==> config.mk <==
export PLATFORM = sky130hd
export DESIGN_NAME = second_analog_loop_config_regs
export DESIGN_NICKNAME = d
export VERILOG_FILES = /design/src/shared/second_analog_loop_cfg_pkg.sv /design/src/rtl/second_analog_loop_value_decode.sv /design/src/rtl/second_analog_loop_config_regs.sv
export SDC_FILE = /design/constraint.sdc
export NUM_CORES = 1
export LEC_CHECK = 0
export ABC_CLOCK_PERIOD_IN_PS = 5600
export BUFFER_PORTS_ARGS = -buffer_cell sky130_fd_sc_hd__buf_2
export CAP_MARGIN = 40
export CORE_ASPECT_RATIO = 0.8
export CORE_MARGIN = 2
export CORE_UTILIZATION = 55
export CTS_CLUSTER_SIZE = 40
export DETAILED_ROUTE_END_ITERATION = 6
export HOLD_SLACK_MARGIN = 0.15
export PLACE_DENSITY_LB_ADDON = 0.15
export REMOVE_ABC_BUFFERS = 1
export SYNTH_ARGS = -nofsm -noshare
export SYNTH_HDL_FRONTEND = slang
export SYNTH_HIERARCHICAL = 1
export SYNTH_SLANG_ARGS = --single-unit
export TNS_END_PERCENT = 10
==> constraint.sdc <==
create_clock -name CORE_CLK_I -period 5.6 [get_ports CORE_CLK_I]
set_clock_uncertainty 0.2 [all_clocks]
set_input_delay 0.28 -clock CORE_CLK_I [delete_from_list [all_inputs] [get_ports CORE_CLK_I]]
set_output_delay 0.28 -clock CORE_CLK_I [all_outputs]
set_load 0.01 [all_outputs]
==> src/shared/second_analog_loop_cfg_pkg.sv <==
// constants, field layouts and carriers for the second analog loop config bank
// assumes a byte-wide register port with one-cycle strobes and one clock
package second_analog_loop_cfg_pkg;

    // ------------------------------------------------------------
    // address map
    // ------------------------------------------------------------
    localparam int          ADDR_W            = 16;
    localparam logic [15:0] OFF_CP_OVERRIDE   = 16'h1480;
    localparam logic [15:0] OFF_FB_MULT       = 16'h1481;
    localparam logic [15:0] OFF_LOOP_FILTER   = 16'h1482;
    localparam logic [15:0] OFF_OFFSET_CTRL   = 16'h1483;
    localparam logic [15:0] OFF_STATUS        = 16'h1484;
    localparam logic [15:0] OFF_EFFECTIVE_CP  = 16'h1485;

    // ------------------------------------------------------------
    // reset values and masks
    // ------------------------------------------------------------
    localparam logic [7:0]  RST_CP_OVERRIDE   = 8'h90;
    localparam logic [7:0]  RST_FB_MULT       = 8'h00;
    localparam logic [7:0]  RST_LOOP_FILTER   = 8'he0;
    localparam logic [7:0]  RST_OFFSET_CTRL   = 8'h03;
    localparam logic [7:0]  MASK_OFFSET_CTRL  = 8'h0f;
    localparam logic [7:0]  READ_UNMAPPED     = 8'h00;

    // ------------------------------------------------------------
    // analog scaling
    // ------------------------------------------------------------
    localparam logic [7:0]  FB_MULT_MIN       = 8'h0e;
    localparam int          CP_STEP_NA        = 3500;
    localparam int          ZERO_RES_STEP_OHM = 250;
    localparam int          POLE_CAP_BASE_PF  = 8;
    localparam int          POLE_CAP_STEP_PF  = 16;
    localparam logic [8:0]  POLE2_OHM_0       = 9'd200;
    localparam logic [8:0]  POLE2_OHM_1       = 9'd250;
    localparam logic [8:0]  POLE2_OHM_2       = 9'd333;
    localparam logic [8:0]  POLE2_OHM_3       = 9'd500;

    // ------------------------------------------------------------
    // register layouts
    // ------------------------------------------------------------
    typedef struct packed {
        logic       manual_en;
        logic [6:0] manual_code;
    } cp_override_t;

    typedef struct packed {
        logic [2:0] zero_resistor_select;
        logic [2:0] pole_capacitor_select;
        logic [1:0] second_pole_resistor_select;
    } loop_filter_t;

    typedef struct packed {
        logic [3:0] reserved;
        logic       negative;
        logic [1:0] magnitude;
        logic       enable;
    } offset_ctrl_t;

    // decoded analog settings
    typedef struct packed {
        logic [18:0] cp_current_na;
        logic [10:0] zero_res_ohm;
        logic [6:0]  pole_cap_pf;
        logic [8:0]  second_pole_ohm;
        logic [17:0] offset_current_na;
        logic        offset_negative;
        logic        offset_enable;
    } analog_t;

endpackage

==> src/rtl/second_analog_loop_value_decode.sv <==
// turns the raw config codes into physical settings for the analog loop
// assumes inputs are register outputs of the same clock domain
`timescale 1ns/1ps
`default_nettype none
module second_analog_loop_value_decode (
    // clock and reset
    input  wire logic                       clk_i,
    input  wire logic                       arst_n_i,
    // raw codes
    input  wire logic [6:0]                 cp_code_i,
    input  wire second_analog_loop_cfg_pkg::loop_filter_t lf_i,
    input  wire second_analog_loop_cfg_pkg::offset_ctrl_t off_i,
    // decoded settings
    output var  second_analog_loop_cfg_pkg::analog_t     analog_o
);
    import second_analog_loop_cfg_pkg::*;

    // ------------------------------------------------------------
    // arithmetic
    // ------------------------------------------------------------
    function automatic logic [18:0] cp_na(input logic [6:0] code);
        cp_na = 19'(code * CP_STEP_NA);
    endfunction

    wire logic [18:0] cp_current = cp_na(cp_code_i);
    wire logic [10:0] zero_ohm   = 11'(lf_i.zero_resistor_select * ZERO_RES_STEP_OHM);
    wire logic [6:0]  cap_pf     = 7'(POLE_CAP_BASE_PF
                                   + lf_i.pole_capacitor_select * POLE_CAP_STEP_PF);
    // 00 halves, each step halves again
    // shift widened so code 11 still reaches one sixteenth
    wire logic [18:0] offset_na  = cp_current >> ({1'b0, off_i.magnitude} + 3'd1);
    wire logic [8:0]  pole2_ohm  = (lf_i.second_pole_resistor_select == 2'd0) ? POLE2_OHM_0 :
                                   (lf_i.second_pole_resistor_select == 2'd1) ? POLE2_OHM_1 :
                                   (lf_i.second_pole_resistor_select == 2'd2) ? POLE2_OHM_2 :
                                                                               POLE2_OHM_3;

    // ------------------------------------------------------------
    // output register
    // ------------------------------------------------------------
    always_ff @(posedge clk_i or negedge arst_n_i) begin
        if (!arst_n_i) begin
            analog_o <= '0;
        end else begin
            analog_o.cp_current_na     <= cp_current;
            analog_o.zero_res_ohm      <= zero_ohm;
            analog_o.pole_cap_pf       <= cap_pf;
            analog_o.second_pole_ohm   <= pole2_ohm;
            analog_o.offset_current_na <= off_i.enable ? offset_na[17:0] : 18'h00000;
            analog_o.offset_negative   <= off_i.negative;
            analog_o.offset_enable     <= off_i.enable;
        end
    end
endmodule
`default_nettype wire

==> src/rtl/second_analog_loop_config_regs.sv <==
// register bank for the second analog loop: pump override, feedback
// multiplier, loop filter codes, offset_current_control
// assumes synchronous byte-wide register port; reads answer one cycle later
//
// Implementation choice: the strobed register port.
`timescale 1ns/1ps
`default_nettype none
module second_analog_loop_config_regs (
    // clock and reset
    input  wire logic                       CORE_CLK_I,
    input  wire logic                       ARST_N_I,
    // register port
    input  wire logic [15:0]                ADDR_I,
    input  wire logic [7:0]                 WDATA_I,
    input  wire logic                       WR_I,
    input  wire logic                       RD_I,
    output logic      [7:0]                 RDATA_O,
    // automatic pump control
    input  wire logic [6:0]                 CP_AUTO_CODE_I,
    // raw controls to the analog loop
    output logic                            CP_MANUAL_EN_O,
    output logic      [6:0]                 CP_CODE_O,
    output logic      [7:0]                 FEEDBACK_MULTIPLIER_O,
    output logic      [2:0]                 ZERO_RESISTOR_SELECT_O,
    output logic      [2:0]                 POLE_CAPACITOR_SELECT_O,
    output logic      [1:0]                 SECOND_POLE_RESISTOR_SELECT_O,
    output logic                            OFFSET_NEGATIVE_O,
    output logic      [1:0]                 OFFSET_MAGNITUDE_O,
    output logic                            OFFSET_ENABLE_O,
    output logic                            FB_MULT_RANGE_ERR_O,
    // decoded settings
    output var second_analog_loop_cfg_pkg::analog_t      ANALOG_O
);
    import second_analog_loop_cfg_pkg::*;

    // ------------------------------------------------------------
    // decode
    // ------------------------------------------------------------
    function automatic logic hit(input logic [15:0] a, input logic [15:0] off);
        hit = (a == off);
    endfunction

    wire logic wr_cp     = WR_I && hit(ADDR_I, OFF_CP_OVERRIDE);
    wire logic wr_fb     = WR_I && hit(ADDR_I, OFF_FB_MULT);
    wire logic wr_lf     = WR_I && hit(ADDR_I, OFF_LOOP_FILTER);
    wire logic wr_off    = WR_I && hit(ADDR_I, OFF_OFFSET_CTRL);

    // ------------------------------------------------------------
    // storage
    // ------------------------------------------------------------
    cp_override_t cp_reg;
    logic [7:0]   fb_reg;
    loop_filter_t lf_reg;
    offset_ctrl_t off_reg;
    logic [6:0]   cp_auto;
    logic         fb_err;

    always_ff @(posedge CORE_CLK_I or negedge ARST_N_I) begin
        if (!ARST_N_I) begin
            cp_reg <= cp_override_t'(RST_CP_OVERRIDE);
        end else if (wr_cp) begin
            cp_reg <= cp_override_t'(WDATA_I);
        end
    end

    always_ff @(posedge CORE_CLK_I or negedge ARST_N_I) begin
        if (!ARST_N_I) begin
            fb_reg <= RST_FB_MULT;
        end else if (wr_fb) begin
            fb_reg <= WDATA_I;
        end
    end

    always_ff @(posedge CORE_CLK_I or negedge ARST_N_I) begin
        if (!ARST_N_I) begin
            lf_reg <= loop_filter_t'(RST_LOOP_FILTER);
        end else if (wr_lf) begin
            lf_reg <= loop_filter_t'(WDATA_I);
        end
    end

    // reserved upper nibble never stored
    always_ff @(posedge CORE_CLK_I or negedge ARST_N_I) begin
        if (!ARST_N_I) begin
            off_reg <= offset_ctrl_t'(RST_OFFSET_CTRL);
        end else if (wr_off) begin
            off_reg <= offset_ctrl_t'(WDATA_I & MASK_OFFSET_CTRL);
        end
    end

    // ------------------------------------------------------------
    // pump source selection
    // ------------------------------------------------------------
    // automatic code registered so output stays flop-driven
    always_ff @(posedge CORE_CLK_I or negedge ARST_N_I) begin
        if (!ARST_N_I) begin
            cp_auto <= 7'h00;
        end else begin
            cp_auto <= CP_AUTO_CODE_I;
        end
    end

    // manual code only counts while enable is set
    wire logic [6:0] next_cp_code = cp_reg.manual_en ? cp_reg.manual_code
                                                     : cp_auto;

    always_ff @(posedge CORE_CLK_I or negedge ARST_N_I) begin
        if (!ARST_N_I) begin
            CP_CODE_O <= 7'h00;
        end else begin
            CP_CODE_O <= next_cp_code;
        end
    end

    // ------------------------------------------------------------
    // multiplier range watch
    // ------------------------------------------------------------
    // hardware does not clamp; software owns the range, this only reports
    always_ff @(posedge CORE_CLK_I or negedge ARST_N_I) begin
        if (!ARST_N_I) begin
            fb_err <= 1'b0;
        end else begin
            fb_err <= (fb_reg < FB_MULT_MIN);
        end
    end

    // ------------------------------------------------------------
    // read path
    // ------------------------------------------------------------
    wire logic [7:0] status_word = {5'h00, off_reg.enable, cp_reg.manual_en, fb_err};
    wire logic [7:0] read_mux =
        hit(ADDR_I, OFF_CP_OVERRIDE)  ? cp_reg :
        hit(ADDR_I, OFF_FB_MULT)      ? fb_reg :
        hit(ADDR_I, OFF_LOOP_FILTER)  ? lf_reg :
        hit(ADDR_I, OFF_OFFSET_CTRL)  ? (off_reg & MASK_OFFSET_CTRL) :
        hit(ADDR_I, OFF_STATUS)       ? status_word :
        hit(ADDR_I, OFF_EFFECTIVE_CP) ? {1'b0, CP_CODE_O} :
                                        READ_UNMAPPED;

    // answer stands only in the cycle after the strobe
    always_ff @(posedge CORE_CLK_I or negedge ARST_N_I) begin
        if (!ARST_N_I) begin
            RDATA_O <= 8'h00;
        end else if (RD_I) begin
            RDATA_O <= read_mux;
        end else begin
            RDATA_O <= 8'h00;
        end
    end

    // ------------------------------------------------------------
    // raw control outputs
    // ------------------------------------------------------------
    assign CP_MANUAL_EN_O                = cp_reg.manual_en;
    assign FEEDBACK_MULTIPLIER_O         = fb_reg;
    assign ZERO_RESISTOR_SELECT_O        = lf_reg.zero_resistor_select;
    assign POLE_CAPACITOR_SELECT_O       = lf_reg.pole_capacitor_select;
    assign SECOND_POLE_RESISTOR_SELECT_O = lf_reg.second_pole_resistor_select;
    assign OFFSET_NEGATIVE_O             = off_reg.negative;
    assign OFFSET_MAGNITUDE_O            = off_reg.magnitude;
    assign OFFSET_ENABLE_O               = off_reg.enable;
    assign FB_MULT_RANGE_ERR_O           = fb_err;

    // ------------------------------------------------------------
    // physical value decode
    // ------------------------------------------------------------
    second_analog_loop_value_decode u_decode (
        .clk_i     (CORE_CLK_I),
        .arst_n_i  (ARST_N_I),
        .cp_code_i (CP_CODE_O),
        .lf_i      (lf_reg),
        .off_i     (off_reg),
        .analog_o  (ANALOG_O)
    );
endmodule
`default_nettype wire

Word-level counts from Yosys, hierarchy flattened
Cells that the tools add are included.
{"block": "word_totals", "reg_bits": 114, "ram_bits": 0, "memories": 0, "latchBits": 0, "input_bits": 35, "wordCells": 51, "rom_bits": 0}
{"block": "op_classes", "eq_ne": 8, "order_cmp": 1, "n_div": 0, "bitwise_logic": 0, "addsub": 2, "muxes": 12, "multipliers": 2, "shift": 1, "n_reduce_logical": 5}
{"cell": "equality test 16 x 13 -> 1 bit, second input constant", "n": 6}
{"cell": "2-to-1 mux 8 bit", "n": 5}
{"cell": "2-to-1 mux 7 bit", "n": 4}
{"cell": "right shift 19 x 3 -> 18 bit", "n": 1}
{"cell": "2-to-1 mux 18 bit", "n": 1}
{"cell": "2-to-1 mux 9 bit", "n": 2}
{"cell": "multiplier 7 x 10 -> 17 bit, second input constant", "n": 1}
{"cell": "multiplier 3 x 7 -> 10 bit, second input constant", "n": 1}
{"cell": "< comparator 8 x 4 -> 1 bit, second input constant", "n": 1}
{"cell": "adder 4 x 7 -> 7 bit, first input constant", "n": 1}
{"cell": "logical AND 1 bit", "n": 4}
{"cell": "adder 2 x 1 -> 3 bit, second input constant", "n": 1}
{"cell": "equality test 2 x 1 -> 1 bit, second input constant", "n": 1}
{"cell": "equality test 2 bit, second input constant", "n": 1}
{"cell": "zero test 2 bit", "n": 1}

Depth between registers and ports, before layout
{"block": "depth", "word_depth": 8, "mapped_depth": 16, "depth_no_buf": 15}

Hierarchy
Netlist, hierarchy kept.
{"module": "second_analog_loop_value_decode", "seq_area_each_um2": 1426.4, "cells_per_inst": 362, "n_inst": 1, "area_each_um2": 4005.1}
{"module": "second_analog_loop_config_regs", "seq_area_each_um2": 1285.0, "cells_per_inst": 160, "n_inst": 1, "area_each_um2": 2213.4}

Worst setup path after synthesis
No wires, ideal clock.
{"block": "synth_timing", "kind": "register to register", "from": "register CP_CODE_O[6]", "to": "register u_decode/analog_o[16] (netlist name)", "period_less_slack_ns": 4.288, "required_ns": 5.306, "arrival_ns": 3.994, "setup_time_ns": 0.094, "stages_incl_launch_ff": 14, "setup_slack_ns": 1.312, "path_buffers": 0, "cell_sequence": "dfrtp_1 > ha_1 > inv_1 > fa_1 > inv_1 > fa_1 > fa_1 > ha_1 > o211ai_1 > a32o_2 > or3_4 > a22oi_4 > a221oi_2 > a221oi_2"}
{"block": "synth_via", "elab_chain_len": 3}
{"element": "from (decl)", "line": "second_analog_loop_config_regs.sv:22", "source": "output logic [6:0] CP_CODE_O,"}
{"element": "from (signal assigned)", "line": "second_analog_loop_config_regs.sv:111", "source": "CP_CODE_O <= next_cp_code;"}
{"element": "multiplier 7 x 10 -> 17 bit", "line": "second_analog_loop_value_decode.sv:22", "source": "cp_na = 19'(code * CP_STEP_NA);"}
{"element": "via u_decode.cp_current[17]", "line": "second_analog_loop_value_decode.sv:25", "source": "wire logic [18:0] cp_current = cp_na(cp_code_i);"}
{"element": "right shift 19 x 3 -> 18 bit", "line": "second_analog_loop_value_decode.sv:31", "source": "wire logic [18:0] offset_na = cp_current >> ({1'b0, off_i.magnitude} + 3'd1);"}
{"element": "2-to-1 mux 18 bit", "line": "second_analog_loop_value_decode.sv:48", "source": "analog_o.offset_current_na <= off_i.enable ? offset_na[17:0] : 18'h00000;"}
{"element": "to (decl)", "line": "second_analog_loop_value_decode.sv:14", "source": "output var second_analog_loop_cfg_pkg::analog_t analog_o"}
The timed path passes the listed nets, and every way through them passes these cells.
A chain may end at the register's enable or synchronous reset.

Final worst setup path
{"block": "layout_timing", "from": "register CP_CODE_O[5]", "to": "register u_decode/analog_o[16] (netlist name)"}
The elaborated chain is that of the path after synthesis.

==> results.yml <==
run_status:
  status: "complete, no violations"
cells_and_area:
  largest_reg_flops: 57
  nNetsFinal: 763
  fill_cells: 853
  seq_area_um2: 2710
  drive_gt1_share_pct: 33.8
  multi_input_area_um2: 3180
  regMostFlops: "u_decode/analog_o"
  synthToLayoutAreaGrowth_pct: 18.2
  diodes: 0
placed_design:
  dp_hpwl_um: 10800
  io_buffers: 131
  place.gp.congestion: 0.939
min_path:
  hold_path_class: "flip-flop to flip-flop"
clock_network:
  clockRootBuffer: "clkbuf_16"
  clock_latency_ps: 350
  numCtsBuffers: 9
  htreeDepth: 3
  clock-sinks: 108
  cts.clk_slew.worst_paths_ps: 70
  cts_tree: "built"
  clk_path_buf_depth: 2
  cts_resized: 0
worst_setup_path:
  critPathKind: "flip-flop to flip-flop"
  startpoint_type: "flip-flop"
  crit_path_end_kind: "flip-flop"
  crit_required_ps: 5600
  r2r-end: "u_decode/analog_o[16]$_DFF_PN0_"
  crit_arrival_ps: 4740
  r2r_cells: 15
  worstPathMaxFanout: 7
  crit_path_end: "u_decode/analog_o[16]$_DFF_PN0_"
  reg2reg_from: "CP_CODE_O[5]$_DFF_PN0_"
  crit_start: "CP_CODE_O[5]$_DFF_PN0_"
  r2r_setup_slack_ps: 860
timing:
  rsz0062_at_grt: "false"
  setup_tns_ps: 0
  fmax_mhz: 211
  slew_viol_final: 0
  tightestPinTransition_ps: 783
  finalCritPeriodShare_pct: 84.7
  hold-worst-slack_ps: 226
  slew-limit-headroom_pct: 47.8
  min_period_ps: 4740
  setup_viol: 0
  hold_violations: 0
drt:
  wl_per_cell_um: 17.7
  vias_per_cell: 5.64
  drtAntennaViolNets: 0
  drt_iter0_markers: 284
  wl_um: 14300
  firstDrtPassIters: 5
  drc: 0
  vias: 4544
global_route:
  antenna_found_initial: 0
  grt_usage_pct: 24.3
  grt_pass1_wl_um: 22800
  overflow: 0
  grt_start_max_net_pins: 59
  grt_pass1_vias: 4361
floorplan:
  ios: 138
  die_h_um: 99.1
  start_util_pct: 56.8
  die_w_um: 123
  core_um2: 10900
  dieArea_um2: 12200
  rows: 34
synthesis:
  synth_area_per_cell_um2: 11.9
  yosysWarnings: 6
  syn_area_um2: 6210
  syn_inst: 521
power_and_ir_drop:
  irDropWorstVdd_mv: 0.269
  leakage_nw: 3.80
  total_power_mw: 2.54
  powerDensity_nw_per_um2: 346
flow_run:
  drv_cap: 0
==> cell type report <==
cell class / count / share of cell area (%)
clock buffers: 10 / 3.25
clock inverters: 6 / 0.868
inverters: 40 / 2.04
multi-input cells: 350 / 43.2
flip-flops and latches: 108 / 36.9
well taps: 144 / 2.45
repair buffers: 148 / 11.2
==> critical path: stages (launching register included) <==
cell and delay [ps]:
dfrtp_1 500, inv_1 80, ha_1 350, inv_1 90, fa_1 510, inv_1 50
fa_1 490, inv_1 40, ha_1 280, ha_1 420, and3_1 230, a221o_1 340
a211oi_2 290, a22oi_4 120, a221oi_2 450, a221oi_2 120
==> metal layers <==
layer / vias up / track usage [%] / routed length [um]
met5: - / 0 / 0
met4: 0 / 5.04 / 118
met3: 8 / 4.98 / 894
met2: 178 / 35.3 / 6400
met1: 2235 / 37.7 / 6860
li1: 2123 / - / -
==> cell usage in the layout (no fill, tap or decap), types with 3 or more instances in the layout <==
| master | n |
|---|---|
| dfstp_2 | 7 |
| ha_1 | 50 |
| conb_1 | 7 |
| a211oi_2 | 4 |
| o221a_2 | 3 |
| fa_1 | 21 |
| dfrtp_1 | 101 |
| dlygate4sd3_1 | 16 |
| o21ai_0 | 8 |
| a31oi_1 | 7 |
| nand4_1 | 3 |
| nand2b_1 | 6 |
| nand2_1 | 17 |
| inv_1 | 39 |
| mux2_2 | 40 |
| mux2i_1 | 13 |
| a2111oi_0 | 3 |
| xor2_1 | 6 |
| nor2_1 | 28 |
| a221oi_1 | 5 |
| o21a_1 | 3 |
| clkbuf_16 | 9 |
| nor4b_1 | 3 |
| xnor2_1 | 8 |
| buf_2 | 130 |
| nand3_1 | 8 |
| a211oi_1 | 13 |
| nor3_1 | 11 |
| nor2b_1 | 7 |
| a21oi_1 | 19 |
| and3_1 | 3 |
| and2_1 | 5 |
| a21o_1 | 6 |
==> power breakdown <==
part | internal (mW) | leakage [nW] | switching (mW)
Combinational | 0.396 | 2.26 | 0.654
Sequential | 0.840 | 1.39 | 0.0179
Clock | 0.327 | 0.146 | 0.307
==> stage by stage <==
| step | cells | area (um2) | setup slack (ps) | utilization (%) |
|---|---|---|---|---|
| global placement | 774 | 6890 | 905 | 63.0 |
| CTS | 806 | 7350 | 880 | 67.2 |
| finish | 806 | 7350 | 857 | 67.2 |
| floorplan | 498 | 6040 | 1290 | - |
| detailed placement | 774 | 6890 | 914 | 63.0 |
| global route | 806 | 7350 | 606 | 67.2 |
==> what timing repair did <==
action | 4_1_cts | 5_1_grt
hold buffers | 16 | 0
setup buffers | 0 | 0
hold endpoints to repair | 85 | 0
==> worst min-delay path by stage <==
stage,start,slack [ps],cells after the start,to
2_1_floorplan,ARST_N_I,-220,0,CP_CODE_O[0]$_DFF_PN0_
3_3_place_gp,ARST_N_I,140,1,u_decode/analog_o[64]$_DFF_PN0_
3_5_place_dp,ARST_N_I,140,1,u_decode/analog_o[64]$_DFF_PN0_
4_1_cts,POLE_CAPACITOR_SELECT_O[2]$_DFFE_PN0P_,230,0,u_decode/analog_o[35]$_DFF_PN0_
5_1_grt,POLE_CAPACITOR_SELECT_O[2]$_DFFE_PN0P_,260,0,u_decode/analog_o[35]$_DFF_PN0_
6_report,POLE_CAPACITOR_SELECT_O[2]$_DFFE_PN0P_,230,0,u_decode/analog_o[35]$_DFF_PN0_
Power figures use the tool's default switching activity.
